File: src/pmrc_pkg.sv
// Constants, types and carriers of the power-mode and reset controller.
package pmrc_pkg;

  // ****************************************************************
  // Register map, byte offsets on the bus.
  // ****************************************************************
  localparam logic [4:0] REG_MODE   = 5'h00; // Mode and clock select.
  localparam logic [4:0] REG_BOD    = 5'h04; // Brown-out levels.
  localparam logic [4:0] REG_STAT   = 5'h08; // Read-only status.
  localparam logic [4:0] REG_SEN_LO = 5'h0c; // Start enables 31..0.
  localparam logic [4:0] REG_SEN_HI = 5'h10; // Start enables 39..32.
  localparam logic [4:0] REG_SPD_LO = 5'h14; // Start pending 31..0.
  localparam logic [4:0] REG_SPD_HI = 5'h18; // Start pending 39..32.
  localparam logic [4:0] REG_CAUSE  = 5'h1c; // Sticky reset cause.

  // ****************************************************************
  // Field positions.
  // ****************************************************************
  localparam int MODE_SEL_LSB = 0;  // Requested low-power mode.
  localparam int MODE_KWDO    = 2;  // Keep watchdog oscillator.
  localparam int MODE_KBOD    = 3;  // Keep brown-out detector.
  localparam int MODE_CLK_LSB = 4;  // Main clock source select.
  localparam int BOD_IRQ_LSB  = 0;  // Interrupt level select.
  localparam int BOD_RST_LSB  = 2;  // Forced reset level select.
  localparam int BOD_RSTEN    = 4;  // Forced reset enable.
  localparam int STAT_BOD     = 0;  // Live brown-out interrupt.
  localparam int STAT_ISP     = 1;  // Boot request seen at reset.
  localparam int CAUSE_POR    = 0;  // Power-on reset.
  localparam int CAUSE_PIN    = 1;  // External reset pin.
  localparam int CAUSE_WDT    = 2;  // Watchdog reset.
  localparam int CAUSE_BOD    = 3;  // Brown-out forced reset.
  localparam int CAUSE_WAKE   = 4;  // Wake from power-down.

  // ****************************************************************
  // Encodings, counts and timing.
  // ****************************************************************
  localparam int          START_N  = 40;     // Start logic pins.
  localparam int          HI_N     = 8;      // Pins in high word.
  localparam int          RCNT_W   = 8;      // Reset hold counter.
  localparam logic [1:0]  LP_SLEEP = 2'h0;   // Light sleep.
  localparam logic [1:0]  LP_DEEP  = 2'h1;   // Deep sleep.
  localparam logic [1:0]  LP_PDOWN = 2'h2;   // Full power-down.
  localparam logic [1:0]  CLK_IRC  = 2'h0;   // Internal RC source.
  localparam logic [31:0] BOOT_FETCH_ADDR = 32'h0; // First fetch.
  localparam int CLK_PERIOD_NS = 25;         // 40 MHz clock.
  localparam int WAKE_PULSE_NS = 50;         // Shortest wake pulse.
  // Least pulse in whole cycles, rounded up.
  localparam int WAKE_MIN_CYC =
    (WAKE_PULSE_NS + CLK_PERIOD_NS - 1) / CLK_PERIOD_NS;
  // Samples such a pulse is sure to give, never less than one.
  localparam logic [1:0] WAKE_SAMPLES =
    2'((WAKE_MIN_CYC > 1) ? WAKE_MIN_CYC - 1 : 1);

  // Controller states.
  typedef enum logic [2:0] {
    ST_RESET, ST_RUN, ST_SLEEP, ST_DEEP, ST_PDOWN
  } pm_state_t;

  // Raw pins and analogue comparator flags, all asynchronous.
  typedef struct packed {
    logic [START_N-1:0] start;   // Start logic pins.
    logic               wake_n;  // Power-down wake pin.
    logic               rst_n;   // External reset pin.
    logic               boot_n;  // Boot request pin.
    logic               por;     // Power-on reset flag.
    logic [3:0]         bod_irq; // Supply below interrupt level n.
    logic [3:0]         bod_rst; // Supply below reset level n.
  } pins_t;

  // Power and clock enables to the rest of the chip.
  typedef struct packed {
    logic core_clk; // Processor core clock.
    logic per_clk;  // Peripheral clocks.
    logic analog;   // System oscillator and PLLs.
    logic internal_rc_osc;      // Internal RC oscillator.
    logic wdosc;    // Watchdog oscillator.
    logic brownout_detector;      // Brown-out detector.
    logic power;    // Main supply switch.
  } pwr_t;

  // Complete state of the controller.
  typedef struct packed {
    pm_state_t          st;       // Controller state.
    logic               ack;      // Bus acknowledge.
    logic [31:0]        rdata;    // Bus read data.
    logic [1:0]         mode;     // Requested low-power mode.
    logic               kwdo;     // Keep watchdog osc in deep.
    logic               kbod;     // Keep brown-out in deep.
    logic [1:0]         clk_sel;  // Main clock source.
    logic [1:0]         bod_ilvl; // Interrupt level.
    logic [1:0]         bod_rlvl; // Forced reset level.
    logic               bod_ren;  // Forced reset enable.
    logic [START_N-1:0] sen;      // Start enables.
    logic [START_N-1:0] spd;      // Start pending flags.
    logic [START_N-1:0] sprev;    // Last synchronised pins.
    logic [START_N-1:0] sirq;     // Per-pin interrupt lines.
    logic [4:0]         cause;    // Reset cause flags.
    logic [RCNT_W-1:0]  rcnt;     // Reset hold counter.
    logic [1:0]         wcnt;     // Wake pin low samples.
    logic               boot_isp; // Programming handler request.
    logic               finit;    // Flash initialise pulse.
    logic               sys_rst;  // Chip-wide reset.
    logic               bod_irq;  // Brown-out interrupt.
    logic [31:0]        fetch;    // First fetch address.
    pins_t              s1;       // First synchroniser stage.
    pins_t              s2;       // Second synchroniser stage.
    pwr_t               pwr;      // Power and clock enables.
  } st_t;

endpackage : pmrc_pkg

File: src/power_mode_reset_control.sv
// Power-mode, wake-up and reset controller with a Wishbone slave.
`timescale 1ns/1ps
module power_mode_reset_control #(
  parameter logic [7:0] RST_HOLD_CYC = 8'h10 // Reset stretch cycles.
) (
  input  wire logic                 clk_i,       // Always-on clock.
  input  wire logic                 rst_i,       // Sync reset, high.
  input  wire logic                 wb_cyc_i,    // Bus cycle.
  input  wire logic                 wb_stb_i,    // Bus strobe.
  input  wire logic                 wb_we_i,     // Write enable.
  input  wire logic [4:0]           wb_adr_i,    // Byte address.
  input  wire logic [3:0]           wb_sel_i,    // Byte enables.
  input  wire logic [31:0]          wb_dat_i,    // Write data.
  output logic      [31:0]          wb_dat_o,    // Read data.
  output logic                      wb_ack_o,    // Acknowledge.
  input  wire pmrc_pkg::pins_t      pins_i,      // Raw pins.
  input  wire logic                 wdt_rst_i,   // Watchdog reset.
  input  wire logic                 sleep_req_i, // Core sleep pulse.
  input  wire logic                 irq_i,       // Core irq pending.
  output pmrc_pkg::pwr_t            pwr_o,       // Power enables.
  output logic [1:0]                clk_sel_o,   // Main clock select.
  output logic                      sys_rst_o,   // Chip reset.
  output logic                      flash_init_o, // Flash init pulse.
  output logic [31:0]               fetch_addr_o, // First fetch.
  output logic                      boot_isp_o,  // Programming request.
  output logic                      bod_irq_o,   // Brown-out interrupt.
  output logic [pmrc_pkg::START_N-1:0] start_irq_o // Start lines.
);

  // ****************************************************************
  // Functions.
  // ****************************************************************

  // Byte-lane merge of a write into an old register value.
  function automatic logic [31:0] merge(input logic [31:0] old,
                                        input logic [31:0] wd,
                                        input logic [3:0]  sel);
    logic [31:0] r;
    r = old;
    for (int b = 0; b < 4; b++) begin
      if (sel[b]) begin
        r[b*8 +: 8] = wd[b*8 +: 8];
      end
    end
    return r;
  endfunction : merge

  // Write-one-to-clear mask, lanes gated by the byte enables.
  function automatic logic [31:0] w1c(input logic [31:0] wd,
                                      input logic [3:0]  sel);
    return merge(32'h0, wd, sel);
  endfunction : w1c

  // ****************************************************************
  // State registers.
  // ****************************************************************
  pmrc_pkg::st_t      q;        // Present state.
  pmrc_pkg::st_t      n;        // Next state.
  logic [pmrc_pkg::START_N-1:0] s_edge; // Rising start pin events.
  logic               src_rst;  // Any of the four reset sources.
  logic               bod_force; // Brown-out forced reset.
  logic               wr;       // Bus write this cycle.
  logic               rd;       // Bus read this cycle.
  logic [31:0]        wv;       // Merged write value.
  logic [31:0]        clr;      // Write-one-to-clear mask.

  // Reset state; the chip reset sequence runs from here.
  function automatic pmrc_pkg::st_t rst_state();
    pmrc_pkg::st_t r;
    r = '0;
    r.st        = pmrc_pkg::ST_RESET;
    r.rcnt      = RST_HOLD_CYC;
    r.sys_rst   = 1'b1;
    r.pwr.internal_rc_osc   = 1'b1;
    r.pwr.power = 1'b1;
    r.pwr.wdosc = 1'b1;
    r.pwr.brownout_detector   = 1'b1;
    r.s1.wake_n = 1'b1;
    r.s2.wake_n = 1'b1;
    r.s1.rst_n  = 1'b1;
    r.s2.rst_n  = 1'b1;
    r.s1.boot_n = 1'b1;
    r.s2.boot_n = 1'b1;
    r.clk_sel   = pmrc_pkg::CLK_IRC;
    r.fetch     = pmrc_pkg::BOOT_FETCH_ADDR;
    return r;
  endfunction : rst_state

  // ****************************************************************
  // Next-state logic.
  // ****************************************************************

  // All behaviour is computed here into the next copy of the state.
  // The controller clock is the always-on one, so start pins are seen
  // even while every clock it gates off is stopped.
  always_comb begin
    n      = q;
    n.s1   = pins_i;
    n.s2   = q.s1;
    n.ack  = 1'b0;
    n.finit = 1'b0;
    wr     = wb_cyc_i && wb_stb_i && !q.ack && wb_we_i;
    rd     = wb_cyc_i && wb_stb_i && !q.ack && !wb_we_i;
    wv     = 32'h0;
    clr    = wr ? w1c(wb_dat_i, wb_sel_i) : 32'h0;
    bod_force = q.bod_ren && q.pwr.brownout_detector && q.s2.bod_rst[q.bod_rlvl];
    src_rst = !q.s2.rst_n || wdt_rst_i || q.s2.por || bod_force;
    s_edge  = q.s2.start & ~q.sprev;
    n.sprev = q.s2.start;

    // Bus slave: one-cycle answer, unmapped reads give zero.
    n.ack = wb_cyc_i && wb_stb_i && !q.ack;
    if (rd) begin
      case (wb_adr_i)
        pmrc_pkg::REG_MODE: begin
          n.rdata = 32'h0;
          n.rdata[pmrc_pkg::MODE_SEL_LSB +: 2] = q.mode;
          n.rdata[pmrc_pkg::MODE_KWDO] = q.kwdo;
          n.rdata[pmrc_pkg::MODE_KBOD] = q.kbod;
          n.rdata[pmrc_pkg::MODE_CLK_LSB +: 2] = q.clk_sel;
        end
        pmrc_pkg::REG_BOD: begin
          n.rdata = 32'h0;
          n.rdata[pmrc_pkg::BOD_IRQ_LSB +: 2] = q.bod_ilvl;
          n.rdata[pmrc_pkg::BOD_RST_LSB +: 2] = q.bod_rlvl;
          n.rdata[pmrc_pkg::BOD_RSTEN] = q.bod_ren;
        end
        pmrc_pkg::REG_STAT: begin
          n.rdata = 32'h0;
          n.rdata[pmrc_pkg::STAT_BOD] = q.bod_irq;
          n.rdata[pmrc_pkg::STAT_ISP] = q.boot_isp;
        end
        pmrc_pkg::REG_SEN_LO: n.rdata = q.sen[31:0];
        pmrc_pkg::REG_SEN_HI: n.rdata = {24'h0, q.sen[39:32]};
        pmrc_pkg::REG_SPD_LO: n.rdata = q.spd[31:0];
        pmrc_pkg::REG_SPD_HI: n.rdata = {24'h0, q.spd[39:32]};
        pmrc_pkg::REG_CAUSE:  n.rdata = {27'h0, q.cause};
        default:              n.rdata = 32'h0;
      endcase
    end

    // Register writes; pending and cause bits are write-one-clear.
    if (wr) begin
      case (wb_adr_i)
        pmrc_pkg::REG_MODE: begin
          wv = merge({26'h0, q.clk_sel, q.kbod, q.kwdo, q.mode},
                     wb_dat_i, wb_sel_i);
          n.mode    = wv[pmrc_pkg::MODE_SEL_LSB +: 2];
          n.kwdo    = wv[pmrc_pkg::MODE_KWDO];
          n.kbod    = wv[pmrc_pkg::MODE_KBOD];
          n.clk_sel = wv[pmrc_pkg::MODE_CLK_LSB +: 2];
        end
        pmrc_pkg::REG_BOD: begin
          wv = merge({27'h0, q.bod_ren, q.bod_rlvl, q.bod_ilvl},
                     wb_dat_i, wb_sel_i);
          n.bod_ilvl = wv[pmrc_pkg::BOD_IRQ_LSB +: 2];
          n.bod_rlvl = wv[pmrc_pkg::BOD_RST_LSB +: 2];
          n.bod_ren  = wv[pmrc_pkg::BOD_RSTEN];
        end
        pmrc_pkg::REG_SEN_LO:
          n.sen[31:0] = merge(q.sen[31:0], wb_dat_i, wb_sel_i);
        pmrc_pkg::REG_SEN_HI: begin
          wv = merge({24'h0, q.sen[39:32]}, wb_dat_i, wb_sel_i);
          n.sen[39:32] = wv[pmrc_pkg::HI_N-1:0];
        end
        default: begin
        end
      endcase
    end

    // Start pending flags; a new event wins over a clear.
    // start pins as interrupts
    n.spd = q.spd & ~((wb_adr_i == pmrc_pkg::REG_SPD_LO)
              ? {8'h0, clr} : {clr[7:0], 32'h0}) | (s_edge & q.sen);
    if (!(wr && (wb_adr_i == pmrc_pkg::REG_SPD_LO ||
                 wb_adr_i == pmrc_pkg::REG_SPD_HI))) begin
      n.spd = q.spd | (s_edge & q.sen);
    end
    n.sirq = n.spd & q.sen;

    n.bod_irq = q.pwr.brownout_detector && q.s2.bod_irq[q.bod_ilvl];

    // Reset cause flags, set wins over a clear.
    if (wr && wb_adr_i == pmrc_pkg::REG_CAUSE) begin
      n.cause = q.cause & ~clr[4:0];
    end

    case (q.st)
      // Stretch the chip reset, then release the core.
      pmrc_pkg::ST_RESET: begin
        if (q.rcnt != '0) begin
          n.rcnt = q.rcnt - 1'b1;
        end
        n.finit = (q.rcnt == RST_HOLD_CYC - 8'h01);
        if (q.rcnt == '0) begin
          n.boot_isp = !q.s2.boot_n;
          n.st       = pmrc_pkg::ST_RUN;
          n.sys_rst  = 1'b0;
          n.pwr      = '1;
        end
      end
      // Running: a sleep request applies the recorded mode.
      pmrc_pkg::ST_RUN: begin
        if (sleep_req_i) begin
          n.pwr.core_clk = 1'b0;
          case (q.mode)
            pmrc_pkg::LP_SLEEP: n.st = pmrc_pkg::ST_SLEEP;
            pmrc_pkg::LP_DEEP: begin
              n.st          = pmrc_pkg::ST_DEEP;
              n.pwr.per_clk = 1'b0;
              n.pwr.analog  = 1'b0;
              n.pwr.internal_rc_osc     = 1'b0;
              n.pwr.wdosc   = q.kwdo;
              n.pwr.brownout_detector     = q.kbod;
            end
            pmrc_pkg::LP_PDOWN: begin
              n.st   = pmrc_pkg::ST_PDOWN;
              n.pwr  = '0;
              n.wcnt = '0;
            end
            default: n.pwr.core_clk = 1'b1;
          endcase
        end
      end
      // Light sleep: peripherals run, an interrupt resumes the core.
      pmrc_pkg::ST_SLEEP: begin
        if (irq_i) begin
          n.st           = pmrc_pkg::ST_RUN;
          n.pwr.core_clk = 1'b1;
        end
      end
      // Deep sleep: enabled start pin events or interrupts wake.
      pmrc_pkg::ST_DEEP: begin
        if (|(s_edge & q.sen) || irq_i) begin
          n.st  = pmrc_pkg::ST_RUN;
          n.pwr = '1;
        end
      end
      // Power-down: only a low sample run on the wake pin leaves.
      pmrc_pkg::ST_PDOWN: begin
        n.wcnt = q.s2.wake_n ? 2'h0 : q.wcnt + 2'h1;
        if (!q.s2.wake_n && q.wcnt + 2'h1 >= pmrc_pkg::WAKE_SAMPLES)
        begin
          n = rst_state();
          n.cause = q.cause;
          n.cause[pmrc_pkg::CAUSE_WAKE] = 1'b1;
        end
      end
      default: n.st = pmrc_pkg::ST_RESET;
    endcase

    // Any source outside power-down restarts the chip.
    if (src_rst && q.st != pmrc_pkg::ST_PDOWN) begin
      n = rst_state();
      n.s1    = pins_i;
      n.s2    = q.s1;
      n.ack   = wb_cyc_i && wb_stb_i && !q.ack;
      n.cause = q.cause;
      n.cause[pmrc_pkg::CAUSE_PIN] = q.cause[pmrc_pkg::CAUSE_PIN]
                                   | !q.s2.rst_n;
      n.cause[pmrc_pkg::CAUSE_WDT] = q.cause[pmrc_pkg::CAUSE_WDT]
                                   | wdt_rst_i;
      n.cause[pmrc_pkg::CAUSE_POR] = q.cause[pmrc_pkg::CAUSE_POR]
                                   | q.s2.por;
      n.cause[pmrc_pkg::CAUSE_BOD] = q.cause[pmrc_pkg::CAUSE_BOD]
                                   | bod_force;
    end
  end

  // Register the whole state; the bus reset restarts the sequence.
  always_ff @(posedge clk_i) begin
    if (rst_i) begin
      q <= rst_state();
    end else begin
      q <= n;
    end
  end

  // ****************************************************************
  // Outputs, each straight from a state flip-flop.
  // ****************************************************************
  assign wb_dat_o     = q.rdata;
  assign wb_ack_o     = q.ack;
  assign pwr_o        = q.pwr;
  assign clk_sel_o    = q.clk_sel;
  assign sys_rst_o    = q.sys_rst;
  assign flash_init_o = q.finit;
  assign fetch_addr_o = q.fetch;
  assign boot_isp_o   = q.boot_isp;
  assign bod_irq_o    = q.bod_irq;
  assign start_irq_o  = q.sirq;
endmodule : power_mode_reset_control

File: config.mk
export PLATFORM = sky130hd
export DESIGN_NAME = power_mode_reset_control
export DESIGN_NICKNAME = d
export VERILOG_FILES = /design/src/pmrc_pkg.sv /design/src/power_mode_reset_control.sv
export SDC_FILE = /design/constraint.sdc
export NUM_CORES = 1
export LEC_CHECK = 0
export ABC_CLOCK_PERIOD_IN_PS = 3280
export BUFFER_PORTS_ARGS = -buffer_cell sky130_fd_sc_hd__clkbuf_2
export CORE_UTILIZATION = 30
export DETAILED_ROUTE_END_ITERATION = 12
export GPL_TIMING_DRIVEN = 1
export MAX_ROUTING_LAYER = met4
export PLACE_DENSITY_LB_ADDON = 0.15
export SLEW_MARGIN = 30
export SYNTH_ARGS = -nofsm -noshare
export SYNTH_HDL_FRONTEND = slang
export SYNTH_SLANG_ARGS = --single-unit
File: constraint.sdc
create_clock -name clk_i -period 3.28 [get_ports clk_i]
set_input_delay 0.492 -clock clk_i [delete_from_list [all_inputs] [get_ports clk_i]]
set_output_delay 0.492 -clock clk_i [all_outputs]
set_load 0.01 [all_outputs]
==> impl_metrics.csv, run 1 <==
group,metric,value,unit
yosys,synth_flop_cell,"dfxtp_1",
clock_tree,postCtsSetupRepairBufs,0,
worst_setup_path,start_kind,"flop",
drt,viasPerCell,4.715,
global_route,grt-ovfl-total,0,
yosys,yosysSeqAreaShare,52.90,%
die,core,0.04185,mm²
clock_tree,clkTransAtPathRegs,60,ps
final_layout,drive_above_1_share,21.28,%
global_route,met1_usage,25.86,%
timing,finalHoldViolCount,0,
drt,totalWireLength,37340,µm
final_layout,multi_input_area,0.004900,mm²
global_route,antenna_found_initial,2,
drt,drc,0,
yosys,avgSynthCellArea,9.419,µm²
drt,drt_first_iter_violations,599,
worst_setup_path,worstSetupPathType,"flop to flop",
clock_tree,clkSinkCount,336,
place,io_buffers,186,
timing,timing.final.crit_share,82.07,%
clock_tree,clockRootBuffer,"clkbuf_16",
timing,setup_viol,0,
clock_tree,clk_latency,530,ps
job,cap_viol_max_count,0,
place,dpl.hpwl,27010,µm
worst_setup_path,cp-end-kind,"flop",
final_layout,nets,1545,
worst_setup_path,crit_fanout,42,
die,die-area,0.04321,mm²
worst_setup_path,crit_arrival,3140,ps
global_route,grt_start_max_net_pins,99,
clock_tree,postCtsHoldBufs,0,
die,start_util,30.38,%
clock_tree,cts_max_path_buffers,3,
timing,tns,0,ps
yosys,synth-seq-cells,336,
timing,final_max_slew_viol_count,0,
clock_tree,cts_tree,"yes",
worst_hold_path,hold_class,"input pin to flop",
timing,maxSlewHeadroom,41.57,%
timing,fin_crit,2692,ps
timing,whs,152.3,ps
die,die_w,207.9,µm
final_layout,final_cell_mix,"dfxtp_1, clkbuf_2, nand2_1",
yosys,yosysWarnings,0,
drt,dr.pass1.iters,5,
pwr,power_density,605.2,mW/mm²
timing,fmaxAchievable,371.5,MHz
clock_tree,cts_max_level,2,
global_route,met2_usage,24.09,%
drt,vias,9464,
drt,ant_nets,0,
final_layout,regArea,0.006726,mm²
yosys,synth_cell_types,62,
timing,setup_ws,588.2,ps
pwr,irDropWorstVdd,0.2800,mV
place,place_ws,450.6,ps
timing,tightest_slew,874.6,ps
yosys,async_flop_share,0,%
final_layout,mostFrequentLayoutCell,"dfxtp_1",
final_layout,syn_to_final_growth,16.12,%
drt,wl_per_cell,18.60,µm
global_route,grt-busiest-layer,"met1",
global_route,grt_pass1_vias,9111,
yosys,synth_area,0.01272,mm²
global_route,grt_pass1_wl,56720,µm
yosys,synth_edf_count,0,
die,die_h,207.9,µm
run_status,status,"finished clean",
clock_tree,numCtsBuffers,39,
pwr,power.leakage,5.967,nW
global_route,grt_use_total,17.58,%
place,gp_congestion,0.8851,
timing,skew,18.00,ps
global_route,grt_use_met3,3.056,%
die,fp-row-count,75,
clock_tree,cts_resized,0,
timing,rsz0062_at_grt,"no",
die,ios,219,
worst_setup_path,required,3730,ps
yosys,synthCells,1350,
final_layout,final.fill_count,4285,
-- power by group --
| group | leakage [nW] | internal, mW | switching [mW] |
|---|---|---|---|
| combinational | 2.61 | 0.153 | 0.260 |
| sequential | 2.73 | 4.17 | 0.0509 |
| clock | 0.623 | 2.60 | 1.71 |
| total | 5.97 | 6.92 | 2.02 |
-- layer usage --
| metal | up-vias | part of all wire, % |
|---|---|---|
| met3 | 57 | 4.9 |
| met2 | 251 | 42 |
| met4 | 0 | 2.2 |
| met1 | 4398 | 51 |
| met5 | - | 0 |
| li1 | 4758 | - |
-- cells by family after synthesis --
logic type	after synthesis	synth area share, %
multiplexers	4	0.5215
AND/OR/NAND/NOR	581	25.07
buffers and inverters	203	9.751
adder cells (fa/ha/maj)	4	0.3936
other	1	0.02949
AO/OA/AOI/OAI	215	10.92
flip-flops	336	52.90
XOR/XNOR	6	0.4133
-- cell type report --
cell class | count | share of cell area [%]
clock buffer | 52 | 7.482
timing repair buffer | 211 | 7.830
inverter | 10 | 0.2542
sequential | 336 | 45.56
antenna | 2 | 0.03390
clock inverter | 15 | 1.093
tap | 539 | 4.567
multi-input combinational | 842 | 33.18
-- worst max-delay path, stage by stage, from the launching register on --
cell and delay (ps):
dfxtp_1 580, nor3b_1 770, a31o_4 210, buf_4 390
and2_0 420, o211ai_1 140, o31ai_1 90
-- sequential cells by signal, indices dropped and copies added (netlist names) --
name and count:
sys_rst_o 1, boot_isp_o 1, flash_init_o 1, bod_irq_o 1, start_irq_o 40, q 251
wb_dat_o 32, pwr_o 6, clk_sel_o 2, wb_ack_o 1
-- cells in the mapped netlist, drive strengths merged, types with 12 or more instances --
cell type	number	area, µm²
dfxtp	336	6726
nand2	153	574.3
buf	147	1030
and3	141	882.1
a21oi	105	563.0
nand3	74	370.4
nor2	63	249.0
clkbuf	46	172.7
and2	41	256.5
nand3b	41	307.8
a22oi	39	292.8
a211oi	27	202.7
nand4	17	106.4
o21ai	14	70.07
nor3	13	86.34
nor4	12	156.4
-- final timing paths --
kind              startpoint     end  slack (ps)  depth (start not counted)
setup / recovery      q[368]  q[366]         590                          6
hold / removal     pins_i[9]   q[68]         150                          2
setup reg to reg      q[368]  q[366]         590                          6
hold reg to reg        q[70]   q[18]         420                          1
-- stage by stage --
step,area (µm²),std cells,utilization (%),power [mW]
2_1_floorplan,12830,1381,-,4.568
3_3_place_gp,13490,1938,32.24,4.723
3_5_place_dp,13490,1938,32.24,4.725
4_1_cts,14760,2005,35.27,9.077
5_1_grt,14760,2006,35.27,9.276
6_report,14770,2007,35.28,8.936
Note: power is estimated with default switching activity, not from simulation.
==> run 2, diff against run 1 <==
--- a/config.mk
+++ b/config.mk
@@ -5,7 +5,7 @@
 export SDC_FILE = /design/constraint.sdc
 export NUM_CORES = 1
 export LEC_CHECK = 0
-export ABC_CLOCK_PERIOD_IN_PS = 3280
+export ABC_CLOCK_PERIOD_IN_PS = 2300
 export BUFFER_PORTS_ARGS = -buffer_cell sky130_fd_sc_hd__clkbuf_2
 export CORE_UTILIZATION = 30
 export DETAILED_ROUTE_END_ITERATION = 12
==> constraint.sdc (replaced) <==
create_clock -name clk_i -period 2.3 [get_ports clk_i]
set_input_delay 0.345 -clock clk_i [delete_from_list [all_inputs] [get_ports clk_i]]
set_output_delay 0.345 -clock clk_i [all_outputs]
set_load 0.01 [all_outputs]
==> run 2 against run 1 <==
Routed wire length up 3.6%. Via count up 3.0%. Final area up 3.4%. Clock skew down 4.7 ps. Cell count up 2.6%. Clock power up 44%. Largest cell class unchanged. Largest power group unchanged.
==> impl_metrics.csv, run 2 (synthesis gave the netlist of run 1 again) <==
group,metric,value,unit
die,die-area,0.04321,mm²
final_layout,largest_reg_flops,251,
global_route,grt-ovfl-total,0,
clock_tree,clkSinkCount,336,
global_route,grt_pass1_wl,58950,µm
worst_setup_path,crit_arrival,2610,ps
drt,vias,9745,
timing,rsz0062_at_grt,"no",
die,fp-row-count,75,
timing,finalHoldViolCount,0,
worst_setup_path,r2r_end,"pwr_o[5]",
global_route,grt_start_max_net_pins,99,
clock_tree,cts_max_level,2,
worst_hold_path,hold-path-cell-count,2,
place,io_buffers,186,
worst_setup_path,r2r-start,"q[32]",
worst_setup_path,start_kind,"flop",
worst_hold_path,worstHoldStart,"pins_i[17]",
worst_setup_path,cp-end-kind,"flop",
job,cap_viol_max_count,0,
place,dp_cells,1968,
die,die_w,207.9,µm
worst_setup_path,cp-startpoint,"q[32]",
final_layout,final_cell_mix,"dfxtp_1, clkbuf_2, nand2_1",
timing,tns,0,ps
final_layout,regArea,0.006726,mm²
timing,fmaxAchievable,463.9,MHz
die,start_util,30.38,%
final_layout,mostFrequentLayoutCell,"dfxtp_1",
final_layout,instances_no_fill,2060,
clock_tree,numCtsBuffers,39,
drt,drt_first_iter_violations,546,
timing,tightest_slew,519.7,ps
worst_setup_path,r2r_cells,7,
clock_tree,cts_max_path_buffers,3,
drt,viasPerCell,4.731,
run_status,status,"finished clean",
final_layout,syn_to_final_growth,20.11,%
drt,ant_nets,0,
place,placed_area,0.01378,mm²
worst_setup_path,crit_fanout,4,
worst_setup_path,worstSetupPathType,"flop to flop",
final_layout,top_register,"q",
worst_hold_path,hold_class,"input pin to flop",
drt,drc,0,
pwr,irDropWorstVdd,0.5393,mV
final_layout,nets,1593,
die,core,0.04185,mm²
worst_setup_path,ff2ff_setup_slack,140,ps
drt,dr.pass1.iters,5,
clock_tree,clkTransAtPathRegs,60,ps
global_route,grt_pass1_vias,9485,
drt,wl_per_cell,18.78,µm
timing,maxSlewHeadroom,65.23,%
drt,drt-met1-wl,19550,µm
drt,totalWireLength,38690,µm
die,die_h,207.9,µm
global_route,antenna_found_initial,5,
worst_setup_path,required,2760,ps
pwr,p_clk_share,48.3,%
pwr,comb_power_share,4.9,%
clock_tree,clk_latency,550,ps
pwr,power.leakage,6.247,nW
pwr,seqPwrFrac,46.8,%
drt,wl_met3,1862,µm
timing,fin_crit,2155,ps
global_route,grt_use_total,18.40,%
final_layout,multi_input_area,0.004906,mm²
clock_tree,cts_tree,"yes",
timing,setup_viol,0,
final_layout,final_area,0.01527,mm²
drt,maxUsedRoutingLayer,"met4",
pwr,power_switching,2.951,mW
timing,timing.final.crit_share,93.72,%
pwr,p_sw_share,22.95,%
place,dpl.hpwl,27990,µm
drt,met2WireLength,16150,µm
die,ios,219,
final_layout,final.fill_count,4324,
place,gp_congestion,0.8622,
pwr,power_density,841.8,mW/mm²
final_layout,drive_above_1_share,22.81,%
clock_tree,postCtsSetupRepairBufs,0,
worst_hold_path,holdPathEnd,"q[76]",
pwr,finalPower,12.86,mW
pwr,intPower,9.907,mW
clock_tree,clockRootBuffer,"clkbuf_16",
timing,final_max_slew_viol_count,0,
timing,skew,13.27,ps
[run 2: changes by cell type in the layout (fill, tap and decap cells not counted), moves of 2 or more]
| cell | delta |
|---|---|
| buf_12 | +5 |
| buf_4 | +25 |
| clkinv_2 | +2 |
| clkinvlp_4 | -2 |
| diode_2 | +2 |
| dlygate4sd3_1 | +18 |
[run 2: layout make-up]
class | instances | share of cell area [%]
Antenna cell | 4 | 0.06554
Clock buffer | 54 | 7.488
Clock inverter | 16 | 0.9912
Inverter | 10 | 0.2458
Multi-Input combinational cell | 842 | 32.12
Sequential cell | 336 | 44.04
Tap cell | 539 | 4.416
Timing Repair Buffer | 259 | 10.63
[run 2: repair_timing]
| item | 4_1_cts | 5_1_grt |
|---|---|---|
| hold buffers | 18 | 0 |
| hold endpoints to repair | 18 | 0 |
| setup endpoints to repair | 0 | 3 |
| resized for setup | 0 | 2 |
[run 2: worst max-delay path by stage]
stage,cells past startpoint,end
detailed placement,8,q[366]
CTS,7,pwr_o[5]
floorplan,6,q[367]
finish,7,pwr_o[5]
global placement,7,pwr_o[5]
global route,8,q[366]
[run 2: critical path, cell delays in order, from the launching register on]
cell      delay [ps]
dfxtp_1          360
nand3b_1         240
nand4_1          190
nor4_2           380
buf_4            190
and3_1           320
nor2_1           120
a211oi_1         250
[run 2: metrics by stage]
stage | util, % | hold slack [ps] | setup WS (ps)
floorplan | - | 390.8 | 429.1
global placement | 32.93 | 398.4 | 25.07
detailed placement | 32.93 | 401.0 | 55.20
CTS | 36.45 | 1.115 | 26.34
global route | 36.49 | 9.743 | 25.08
finish | 36.49 | 28.81 | 144.6
[run 2: layer usage]
| layer | vias up | GRT usage [%] |
|---|---|---|
| li1 | 4875 | - |
| met1 | 4534 | 26.33 |
| met2 | 272 | 25.60 |
| met3 | 64 | 3.222 |
| met4 | 0 | 6.794 |
| met5 | - | - |
[run 2: power by group through the flow]
| stage | clock (mW) | sequential [mW] | combinational (mW) |
|---|---|---|---|
| after floorplan | 0 | 6.10 | 0.411 |
| after global placement | 0 | 6.14 | 0.616 |
| after detailed placement | 0 | 6.14 | 0.616 |
| after CTS | 6.38 | 6.02 | 0.642 |
| after global routing | 6.65 | 6.02 | 0.704 |
| final | 6.21 | 6.02 | 0.636 |
